## config.mk

```make
export PLATFORM = sky130hd
export DESIGN_NAME = timer_waveform_control
export DESIGN_NICKNAME = d
export VERILOG_FILES = /design/src/hw/timer_pkg.sv /design/src/hw/timer_counter_core.sv /design/src/hw/waveform_generator.sv /design/src/hw/timer_waveform_control.sv
export VERILOG_INCLUDE_DIRS = /design/src /design/src/hw
export SDC_FILE = /design/constraint.sdc
export NUM_CORES = 1
export LEC_CHECK = 0
export ABC_AREA = 1
export ABC_CLOCK_PERIOD_IN_PS = 5700
export BUFFER_PORTS_ARGS = -buffer_cell sky130_fd_sc_hd__buf_4
export CAP_MARGIN = 20
export CORE_ASPECT_RATIO = 0.5
export CORE_MARGIN = 2
export CORE_UTILIZATION = 40
export CTS_CLUSTER_DIAMETER = 100
export DETAILED_ROUTE_END_ITERATION = 7
export GPL_TIMING_DRIVEN = 0
export MAX_ROUTING_LAYER = met4
export PLACE_DENSITY_LB_ADDON = 0.1
export SYNTH_ARGS = -nofsm -noshare
export SYNTH_HDL_FRONTEND = slang
export SYNTH_SLANG_ARGS = --single-unit
```

## constraint.sdc

```tcl
create_clock -name clk -period 5.7 [get_ports clk]
set_input_delay 1.14 -clock clk [delete_from_list [all_inputs] [get_ports clk]]
set_output_delay 1.14 -clock clk [all_outputs]
set_load 0.02 [all_outputs]
```

## src/hw/timer_defs.svh

```systemverilog
// register offsets, field positions, reset values and command codes of the timer control block
`ifndef TIMER_DEFS_SVH
`define TIMER_DEFS_SVH

`define ADDR_WIDTH 8
`define DATA_WIDTH 16

`define OFS_RUN_CONTROL 8'h00
`define OFS_WAVEFORM_MODE_CONTROL 8'h01
`define OFS_FORCED_OUTPUT_VALUES 8'h02
`define OFS_SPLIT_REGISTER 8'h03
`define OFS_CONTROL_CLEAR 8'h04
`define OFS_CONTROL_SET 8'h05
`define OFS_VALID_CLEAR 8'h06
`define OFS_VALID_SET 8'h07
`define OFS_COUNT 8'h20
`define OFS_PERIOD 8'h26
`define OFS_COMPARE0 8'h28
`define OFS_COMPARE1 8'h2a
`define OFS_COMPARE2 8'h2c
`define OFS_PERIOD_BUFFER 8'h36
`define OFS_COMPARE_BUFFER0 8'h38
`define OFS_COMPARE_BUFFER1 8'h3a
`define OFS_COMPARE_BUFFER2 8'h3c

`define BIT_RUN_ENABLE 0
`define BIT_AUTO_LOCK 3
`define POS_OUTPUT_ENABLE 4
`define POS_WAVEFORM_MODE 0
`define POS_FORCED_VALUE 0
`define BIT_SPLIT_SELECT 0
`define BIT_DIRECTION 0
`define BIT_LOCK_UPDATE 1
`define POS_COMMAND 2
`define POS_VALID 0

`define CHANNELS 3
`define VALID_BITS 4
`define COMMAND_NONE 2'h0
`define COMMAND_UPDATE 2'h1
`define COMMAND_RESTART 2'h2
`define COMMAND_HARD_RESET 2'h3

`define RESET_BYTE 8'h00
`define RESET_WORD 16'h0000
`define HALF_WIDTH 8

`endif

```

## src/hw/timer_pkg.sv

```systemverilog
// shared types of the timer control block
package timer_pkg;

   typedef enum logic [2:0] {
      normal_mode = 3'h0,
      frequency_mode = 3'h1,
      reserved2_mode = 3'h2,
      single_slope_mode = 3'h3,
      reserved4_mode = 3'h4,
      dual_slope_top_mode = 3'h5,
      dual_slope_both_mode = 3'h6,
      dual_slope_bottom_mode = 3'h7
   } waveform_mode_type;

   typedef struct packed {
      logic [7:0] addr;
      logic [15:0] wdata;
      logic wr;
      logic rd;
   } reg_request_type;

   typedef struct packed {
      logic run;
      logic [2:0] channel_output_enable;
      logic auto_lock;
      waveform_mode_type waveform_mode;
      logic [2:0] forced_output_value;
      logic split_select;
      logic lock_update;
      logic dir;
      logic [3:0] buffer_valid;
      logic [15:0] period_buffer;
      logic [2:0][15:0] compare_buffer;
      logic [15:0] period;
      logic [2:0][15:0] compare_register;
      logic [15:0] rdata;
   } control_state_type;

   typedef struct packed {
      logic [15:0] count;
      logic update_event;
      logic overflow_event;
   } counter_state_type;

   typedef struct packed {
      logic [2:0] level;
      logic [2:0] pin_out;
      logic [2:0] pin_override;
   } waveform_state_type;

endpackage : timer_pkg

```

## src/hw/timer_counter_core.sv

```systemverilog
// counting sequence, update and overflow points of the timer
`timescale 1ns/1ps
module timer_counter_core #(
   parameter int counter_width = 16
) (
   input wire logic clk,
   input wire logic rst_n,
   input wire logic run,
   input wire logic split_select,
   input wire timer_pkg::waveform_mode_type waveform_mode,
   input wire logic dir,
   input wire logic [counter_width-1:0] top,
   input wire logic restart,
   input wire logic hard_reset,
   output logic [counter_width-1:0] count,
   output logic update_event,
   output logic overflow_event,
   output logic turn_down,
   output logic turn_up
);
   import timer_pkg::*;

   localparam int half = counter_width / 2;

   // split mode needs two equal halves
   if (counter_width < 4 || counter_width % 2 != 0) begin : g_width_check
      $error("counter_width must be even and at least 4");
   end

   counter_state_type q;
   counter_state_type d;
   logic dual;
   logic at_top;
   logic at_bottom;

   assign dual = waveform_mode inside {dual_slope_top_mode, dual_slope_both_mode, dual_slope_bottom_mode};
   assign at_top = (q.count == top);
   assign at_bottom = (q.count == '0);
   // combinational so the direction bit turns in the same cycle as the peak
   assign turn_down = run && !split_select && dual && !dir && at_top;
   assign turn_up = run && !split_select && dual && dir && at_bottom;

   always_comb begin
      d = q;
      d.update_event = 1'b0;
      d.overflow_event = 1'b0;
      if (restart || hard_reset) begin
         d.count = '0;
      end else if (run && split_select) begin
         // two independent halves, each counting down from its own period byte
         d.count[half-1:0] = (q.count[half-1:0] == '0) ? top[half-1:0] : q.count[half-1:0] - 1'b1;
         d.count[counter_width-1:half] = (q.count[counter_width-1:half] == '0) ?
            top[counter_width-1:half] : q.count[counter_width-1:half] - 1'b1;
         d.overflow_event = (q.count[half-1:0] == '0);
      end else if (run) begin
         if (dual) begin
            if (!dir) begin
               d.count = at_top ? q.count - 1'b1 : q.count + 1'b1;
            end else begin
               d.count = at_bottom ? q.count + 1'b1 : q.count - 1'b1;
            end
            d.update_event = dir && at_bottom;
            unique case (waveform_mode)
               dual_slope_top_mode: d.overflow_event = !dir && at_top;
               dual_slope_both_mode: d.overflow_event = (!dir && at_top) || (dir && at_bottom);
               default: d.overflow_event = dir && at_bottom;
            endcase
         end else begin
            if (!dir) begin
               d.count = at_top ? '0 : q.count + 1'b1;
            end else begin
               d.count = at_bottom ? top : q.count - 1'b1;
            end
            if (waveform_mode == single_slope_mode) begin
               d.update_event = at_bottom;
               d.overflow_event = at_bottom;
            end else begin
               d.update_event = dir ? at_bottom : at_top;
               d.overflow_event = dir ? at_bottom : at_top;
            end
         end
      end
   end

   always_ff @(posedge clk or negedge rst_n) begin
      if (!rst_n) begin
         q <= '0;
      end else begin
         q <= d;
      end
   end

   assign count = q.count;
   assign update_event = q.update_event;
   assign overflow_event = q.overflow_event;

endmodule : timer_counter_core

```

## src/hw/waveform_generator.sv

```systemverilog
// compare channels, forced levels and pin or logic routing of the waveform outputs
`timescale 1ns/1ps
`include "timer_defs.svh"
module waveform_generator (
   input wire logic clk,
   input wire logic rst_n,
   input wire logic run,
   input wire timer_pkg::waveform_mode_type waveform_mode,
   input wire logic dir,
   input wire logic [15:0] count,
   input wire logic [2:0][15:0] compare_register,
   input wire logic [2:0] forced_output_value,
   input wire logic [2:0] channel_output_enable,
   input wire logic [2:0] port_value,
   output logic [2:0] pin_out,
   output logic [2:0] pin_override,
   output logic [2:0] logic_out
);
   import timer_pkg::*;

   waveform_state_type q;
   waveform_state_type d;
   logic [2:0] level_next;
   logic [2:0] override_next;

   genvar i;
   generate
      for (i = 0; i < `CHANNELS; i++) begin : g_channel
         logic match;
         assign match = (count == compare_register[i]);
         always_comb begin
            level_next[i] = q.level[i];
            if (!run) begin
               level_next[i] = forced_output_value[i];
            end else begin
               unique case (waveform_mode)
                  frequency_mode: level_next[i] = match ? !q.level[i] : q.level[i];
                  single_slope_mode: level_next[i] = match ? 1'b0 : ((count == '0) ? 1'b1 : q.level[i]);
                  dual_slope_top_mode, dual_slope_both_mode, dual_slope_bottom_mode:
                     level_next[i] = match ? dir : q.level[i];
                  default: level_next[i] = q.level[i];
               endcase
            end
         end
         // normal mode makes no waveform, but a stopped timer still forces its level
         assign override_next[i] = channel_output_enable[i] && (!run || waveform_mode != normal_mode);
      end
   endgenerate

   always_comb begin
      d = q;
      d.level = level_next;
      d.pin_override = override_next;
      for (int n = 0; n < `CHANNELS; n++) begin
         d.pin_out[n] = override_next[n] ? level_next[n] : port_value[n];
      end
   end

   always_ff @(posedge clk or negedge rst_n) begin
      if (!rst_n) begin
         q <= '0;
      end else begin
         q <= d;
      end
   end

   assign pin_out = q.pin_out;
   assign pin_override = q.pin_override;
   assign logic_out = q.level;

endmodule : waveform_generator

```

## src/hw/timer_waveform_control.sv

```systemverilog
// control registers, buffered update and lock logic of the 16-bit timer with waveform outputs
`timescale 1ns/1ps
`include "timer_defs.svh"
module timer_waveform_control (
   input wire logic clk,
   input wire logic rst_n,
   input wire timer_pkg::reg_request_type reg_req,
   output logic [15:0] rdata,
   input wire logic [2:0] port_value,
   output logic [2:0] pin_out,
   output logic [2:0] pin_override,
   output logic [2:0] logic_out,
   output logic [15:0] count,
   output logic update_event,
   output logic overflow_event
);
   import timer_pkg::*;

   control_state_type q;
   control_state_type d;
   logic [15:0] top;
   logic turn_down;
   logic turn_up;
   logic command_write;
   logic [1:0] command;
   logic force_update;
   logic restart;
   logic hard_reset;
   logic transfer;
   logic all_valid;

   // read view of a control register; reused for both halves of the set/clear pairs
   function automatic logic [15:0] read_value(input control_state_type s, input logic [7:0] addr,
                                              input logic [15:0] cnt);
      logic [15:0] v;
      v = `RESET_WORD;
      unique case (addr)
         `OFS_RUN_CONTROL: v[`BIT_RUN_ENABLE] = s.run;
         `OFS_WAVEFORM_MODE_CONTROL: begin
            v[`POS_OUTPUT_ENABLE +: `CHANNELS] = s.channel_output_enable;
            v[`BIT_AUTO_LOCK] = s.auto_lock;
            v[`POS_WAVEFORM_MODE +: 3] = s.waveform_mode;
         end
         `OFS_FORCED_OUTPUT_VALUES: v[`POS_FORCED_VALUE +: `CHANNELS] = s.forced_output_value;
         `OFS_SPLIT_REGISTER: v[`BIT_SPLIT_SELECT] = s.split_select;
         // command field always reads zero
         `OFS_CONTROL_CLEAR, `OFS_CONTROL_SET: begin
            v[`BIT_LOCK_UPDATE] = s.lock_update;
            v[`BIT_DIRECTION] = s.dir;
         end
         `OFS_VALID_CLEAR, `OFS_VALID_SET: v[`POS_VALID +: `VALID_BITS] = s.buffer_valid;
         `OFS_COUNT: v = cnt;
         `OFS_PERIOD: v = s.period;
         `OFS_COMPARE0: v = s.compare_register[0];
         `OFS_COMPARE1: v = s.compare_register[1];
         `OFS_COMPARE2: v = s.compare_register[2];
         `OFS_PERIOD_BUFFER: v = s.period_buffer;
         `OFS_COMPARE_BUFFER0: v = s.compare_buffer[0];
         `OFS_COMPARE_BUFFER1: v = s.compare_buffer[1];
         `OFS_COMPARE_BUFFER2: v = s.compare_buffer[2];
         default: v = `RESET_WORD;
      endcase
      return v;
   endfunction : read_value

   function automatic logic is_write(input reg_request_type r, input logic [7:0] addr);
      return r.wr && (r.addr == addr);
   endfunction : is_write

   // frequency mode takes its top from compare channel 0
   assign top = (q.waveform_mode == frequency_mode) ? q.compare_register[0] : q.period;

   assign command_write = is_write(reg_req, `OFS_CONTROL_CLEAR) || is_write(reg_req, `OFS_CONTROL_SET);
   assign command = reg_req.wdata[`POS_COMMAND +: 2];
   assign force_update = command_write && (command == `COMMAND_UPDATE);
   assign restart = command_write && (command == `COMMAND_RESTART);
   assign hard_reset = command_write && (command == `COMMAND_HARD_RESET) && !q.run;

   // forced update ignores the lock; the timed one honours it
   assign transfer = force_update || (update_event && !q.lock_update);

   // channels that are not enabled never hold the lock
   always_comb begin
      all_valid = 1'b1;
      for (int n = 0; n < `CHANNELS; n++) begin
         if (q.channel_output_enable[n] && !q.buffer_valid[n + 1]) begin
            all_valid = 1'b0;
         end
      end
   end

   always_comb begin
      d = q;

      // plain read/write control registers
      if (is_write(reg_req, `OFS_RUN_CONTROL)) begin
         d.run = reg_req.wdata[`BIT_RUN_ENABLE];
      end
      if (is_write(reg_req, `OFS_WAVEFORM_MODE_CONTROL)) begin
         d.channel_output_enable = reg_req.wdata[`POS_OUTPUT_ENABLE +: `CHANNELS];
         d.auto_lock = reg_req.wdata[`BIT_AUTO_LOCK];
         d.waveform_mode = waveform_mode_type'(reg_req.wdata[`POS_WAVEFORM_MODE +: 3]);
      end
      if (is_write(reg_req, `OFS_FORCED_OUTPUT_VALUES)) begin
         d.forced_output_value = reg_req.wdata[`POS_FORCED_VALUE +: `CHANNELS];
      end
      if (is_write(reg_req, `OFS_SPLIT_REGISTER)) begin
         d.split_select = reg_req.wdata[`BIT_SPLIT_SELECT];
      end

      // software clear of lock and direction: zero bits leave state alone
      if (is_write(reg_req, `OFS_CONTROL_CLEAR)) begin
         if (reg_req.wdata[`BIT_LOCK_UPDATE]) begin
            d.lock_update = 1'b0;
         end
         if (reg_req.wdata[`BIT_DIRECTION]) begin
            d.dir = 1'b0;
         end
      end

      // auto-lock releases the lock once the compare buffer of every enabled channel holds a new value; the period buffer is not checked
      if (q.auto_lock && q.lock_update && all_valid) begin
         d.lock_update = 1'b0;
      end

      if (is_write(reg_req, `OFS_CONTROL_SET)) begin
         if (reg_req.wdata[`BIT_LOCK_UPDATE]) begin
            d.lock_update = 1'b1;
         end
         if (reg_req.wdata[`BIT_DIRECTION]) begin
            d.dir = 1'b1;
         end
      end

      // after the released lock sees its update it locks again; hardware set wins
      if (q.auto_lock && !q.lock_update && update_event) begin
         d.lock_update = 1'b1;
      end

      // hardware reversal in dual slope overrides a same-cycle software set or clear of dir; a restart command still wins
      if (turn_down) begin
         d.dir = 1'b1;
      end
      if (turn_up) begin
         d.dir = 1'b0;
      end

      // buffer-valid flags: update clear, software clear, software set, buffer write set; sets win
      if (transfer) begin
         d.period = q.period_buffer;
         d.compare_register = q.compare_buffer;
         d.buffer_valid = '0;
      end
      if (is_write(reg_req, `OFS_VALID_CLEAR)) begin
         d.buffer_valid = d.buffer_valid & ~reg_req.wdata[`POS_VALID +: `VALID_BITS];
      end
      if (is_write(reg_req, `OFS_VALID_SET)) begin
         d.buffer_valid = d.buffer_valid | reg_req.wdata[`POS_VALID +: `VALID_BITS];
      end
      // a buffer written in the transfer cycle keeps the new word and its valid flag
      if (is_write(reg_req, `OFS_PERIOD_BUFFER)) begin
         d.period_buffer = reg_req.wdata;
         d.buffer_valid[0] = 1'b1;
      end
      if (is_write(reg_req, `OFS_PERIOD)) begin
         d.period = reg_req.wdata;
      end
      for (int n = 0; n < `CHANNELS; n++) begin
         if (is_write(reg_req, `OFS_COMPARE_BUFFER0 + 8'(2 * n))) begin
            d.compare_buffer[n] = reg_req.wdata;
            d.buffer_valid[n + 1] = 1'b1;
         end
         if (is_write(reg_req, `OFS_COMPARE0 + 8'(2 * n))) begin
            d.compare_register[n] = reg_req.wdata;
         end
      end

      // restart also brings the count direction back to up
      if (restart) begin
         d.dir = 1'b0;
      end

      // hard reset returns every control and data register to its reset value
      if (hard_reset) begin
         d = '0;
      end

      // read data stand only in the cycle after the strobe
      d.rdata = reg_req.rd ? read_value(q, reg_req.addr, count) : `RESET_WORD;
   end

   always_ff @(posedge clk or negedge rst_n) begin
      if (!rst_n) begin
         q <= '0;
      end else begin
         q <= d;
      end
   end

   assign rdata = q.rdata;

   timer_counter_core #(
      .counter_width(`DATA_WIDTH)
   ) u_core (
      .clk(clk),
      .rst_n(rst_n),
      .run(q.run),
      .split_select(q.split_select),
      .waveform_mode(q.waveform_mode),
      .dir(q.dir),
      .top(top),
      .restart(restart),
      .hard_reset(hard_reset),
      .count(count),
      .update_event(update_event),
      .overflow_event(overflow_event),
      .turn_down(turn_down),
      .turn_up(turn_up)
   );

   // pin direction is the port's job; the pin override only replaces the output value
   waveform_generator u_wave (
      .clk(clk),
      .rst_n(rst_n),
      .run(q.run),
      .waveform_mode(q.waveform_mode),
      .dir(q.dir),
      .count(count),
      .compare_register(q.compare_register),
      .forced_output_value(q.forced_output_value),
      .channel_output_enable(q.channel_output_enable),
      .port_value(port_value),
      .pin_out(pin_out),
      .pin_override(pin_override),
      .logic_out(logic_out)
   );

endmodule : timer_waveform_control

```

==> impl_metrics.toml <==
[global_routing]
grt_max_degree = 110
grt_pass1_vias = 11350
grt_pass1_wl_mm = 76.5
antenna_found_initial = 0
grt_overflow = 0
track_usage_pct = 35.1

[clocking]
root_buffer = "clkbuf_16"
clockBufferDepth = 2
post_cts_resized = 0
path_clk_slew_ns = 0.07
cts_inserted_buffers = 17
htreeDepth = 4
cts_setup_buffers = 0
hold_buffers = 0
insertion_delay_ns = 0.47
tritoncts = "yes"
cts.sinks = 189

[floorplanning]
row_count = 44
core-area_sq_um = 29100
pin_count = 74
fp.dieArea_sq_um = 31200
die_y_um = 126
die_w_um = 248
start_util_pct = 40.8

[yosys]
synth-seq-area-share_pct = 39.8
syn_avg_cell_area_sq_um = 7.48
ys_ff_latch = 189
syn_nets = 1624
yosys_warnings = 0
synth_cell_types = 48
syn_inst = 1589
syn-cell-area_sq_um = 11900

[worst_setup_path]
max_stage_delay_ns = 0.46
rr_endpoint = "u_core.count[9]$_DFFE_PN0P_"
crit_arrival_ns = 3.87
cp_top_family = "simple AND/OR/NAND/NOR gates"
path_cells = "buf_4 -> nor2_1 -> nand3_1 -> nor2_2 -> nand2_1 -> nor2_2 -> nand4_1 -> clkbuf_1 -> clkbuf_1 -> o2111ai_1 -> o21ai_0"
crit_required_ns = 6.01
crit_buf_inv = 3
r2r_start = "u_core.count[0]$_DFFE_PN0P_"
end_kind = "register"
r2r_slack_ns = 2.53
worstSetupPathType = "in -> reg"
start_kind = "primary input"
critPathSlowestCell = "nand4_1"
critPathMaxFanout = 10
r2r.worst_path.cells = 15

[timing]
maxSlewHeadroom_pct = 35.6
rsz0062_at_grt = "no"
worst_slew_pin_slew_ns = 0.962
finalWorstSetupSlack_ns = 2.14
post-route-period-util_pct = 62.4
whs_ns = 0.498
period_needed_ns = 3.56
fin_skew_ns = 0.0100
fmax_ghz = 0.281
slew_viol_final = 0
setup_viol = 0
hold_viol = 0
fin_setup_tns_ns = 0

[drt]
dr.pass1.iters = 6
drt_iter0_markers = 1609
detail-route-antenna-nets = 0
vias_per_cell = 5.95
detail_route.wl_per_cell_um = 25.1
routed_wl_mm = 52.3
drc = 0
num_vias = 12392

[placement]
dpl.cell_count = 2051
dpl.hpwl_mm = 41.7
pre_cts_ws_ns = 1.81
place_area_sq_um = 12900
gp_congestion = 1.04
port_buffers = 70

[finish]
post-route-util_pct = 46.5
num_antenna_cells = 0
stdcell_area_sq_um = 13500
drive_gt1_share_pct = 11.3
nets = 1714
synthToLayoutAreaGrowth_pct = 13.9
stdcell_count = 2083

[hold_path]
hp-start = "q[104]$_DFFE_PN0P_"
hp-class = "reg -> reg"
holdPathStages = 2
whs_endpoint = "q[104]$_DFFE_PN0P_"

[status]
outcome = "complete, no violations"

[power]
p_leak_nw = 6.63
power_mw = 4.45
ir_worst_vdd_v = 0.000256
power_density_nw_per_um2 = 329

[flow_run]
maxCapViolCount = 0
==> worst register-to-register path, stage by stage (launching register included) <==
cell and delay [ns]:
dfrtp_1 0.43, buf_2 0.22, inv_1 0.32, ha_1 0.31, nand3_1 0.14, nor2_1 0.21
nand2_2 0.22, nor2_4 0.28, nand2_4 0.15, nor2_8 0.16, inv_1 0.16, o21ai_0 0.15
nand3b_1 0.12, nand2_1 0.05, nand2_1 0.09, nand2_1 0.05
==> power by group <==
part / internal (mW) / total (mW) / switching, mW
clock: 0.630 / 1.25 / 0.619
combinational: 0.460 / 1.43 / 0.970
sequential: 1.54 / 1.77 / 0.232
==> metal layers <==
layer / global-route usage, % / share of wire, % / up-vias
met2: 43.0 / 37 / 746
met5: - / 0 / -
met3: 12.5 / 13 / 48
li1: - / - / 5561
met4: 5.60 / 1.1 / 0
met1: 54.5 / 48 / 6037
==> synth_stat cells, drive strengths merged <==
master / instances / area (sq um)
a21oi: 60 / 300
a221oi: 16 / 140
a22oi: 1 / 7.51
a31o: 2 / 17.5
a31oi: 13 / 81.3
a41oi: 3 / 26.3
buf: 54 / 365
clkbuf: 43 / 161
clkinv: 10 / 38.8
dfrtp: 189 / 4730
ha: 4 / 50.1
inv: 196 / 736
nand2: 411 / 1590
nand3: 89 / 468
nand3b: 4 / 30.0
nand4: 13 / 87.6
nor2: 89 / 385
nor3: 16 / 90.1
nor4: 14 / 87.6
o2111ai: 58 / 508
o211ai: 18 / 135
o21ai: 127 / 651
o21bai: 1 / 7.51
o221ai: 7 / 61.3
o22ai: 77 / 482
o31ai: 2 / 20.0
o41ai: 1 / 8.76
or2: 2 / 12.5
xnor2: 17 / 149
xor2: 52 / 455
==> placed cells by master, fill, tap and decap left out, types with 4 or more instances in the layout <==
| master | n |
|---|---|
| clkinv_1 | 9 |
| buf_4 | 94 |
| inv_2 | 10 |
| xnor2_1 | 17 |
| buf_1 | 4 |
| nand3b_1 | 4 |
| clkbuf_1 | 44 |
| a31oi_1 | 13 |
| o2111ai_1 | 58 |
| nor2_4 | 4 |
| nand2_1 | 403 |
| a221oi_1 | 16 |
| buf_2 | 19 |
| o21ai_0 | 117 |
| nor4_1 | 14 |
| o221ai_1 | 7 |
| clkbuf_16 | 17 |
| nor3_1 | 14 |
| o21ai_1 | 8 |
| buf_6 | 6 |
| a21oi_1 | 60 |
| o22ai_1 | 77 |
| inv_1 | 186 |
| nand3_1 | 86 |
| nand2_4 | 6 |
| ha_1 | 4 |
| nand4_1 | 12 |
| o211ai_1 | 18 |
| nor2_1 | 82 |
| dfrtp_1 | 189 |
| xor2_1 | 52 |
==> worst max path at each step <==
stage                      startpoint           endpoint  slack, ns  depth (start not counted)
after CTS                 reg_req[25]  q[65]$_DFFE_PN0P_       2.28                         11
after global routing      reg_req[25]  q[22]$_DFFE_PN0P_       1.88                         11
final                     reg_req[25]  q[19]$_DFFE_PN0P_       2.14                         11
after detailed placement  reg_req[25]  q[30]$_DFFE_PN0P_       1.81                         11
after floorplan           reg_req[25]  q[74]$_DFFE_PN0P_       2.94                         13
after global placement    reg_req[25]  q[30]$_DFFE_PN0P_       1.73                         11
==> registers in the layout, indices dropped and copies added, names as in the netlist <==
register,cells
u_wave.logic_out,3
u_core.update_event,1
q,146
u_core.overflow_event,1
u_core.count,16
u_wave.pin_out,3
rdata,16
u_wave.pin_override,3
==> logic make-up (layout without fill, tap and decap cells) <==
| family | count (synthesis) | count (layout) | synth area share, % |
|---|---|---|---|
| AND/OR/NAND/NOR | 638 | 638 | 23.2 |
| AO/OA/AOI/OAI | 386 | 386 | 20.6 |
| buffers and inverters | 303 | 406 | 10.9 |
| flip-flops | 189 | 189 | 39.8 |
| XOR/XNOR | 69 | 69 | 5.08 |
| adder cells (fa/ha/maj) | 4 | 4 | 0.421 |
==> final cells by class <==
cell class | instances | area (sq um)
Buffer | 97 | 527
Clock buffer | 18 | 429
Clock inverter | 14 | 173
Fill cell | 3019 | 15600
Inverter | 206 | 774
Multi-Input combinational cell | 1097 | 5850
Sequential cell | 189 | 4730
Tap cell | 391 | 489
Timing Repair Buffer | 71 | 561
No activity file was read; power rests on OpenSTA's default activity.
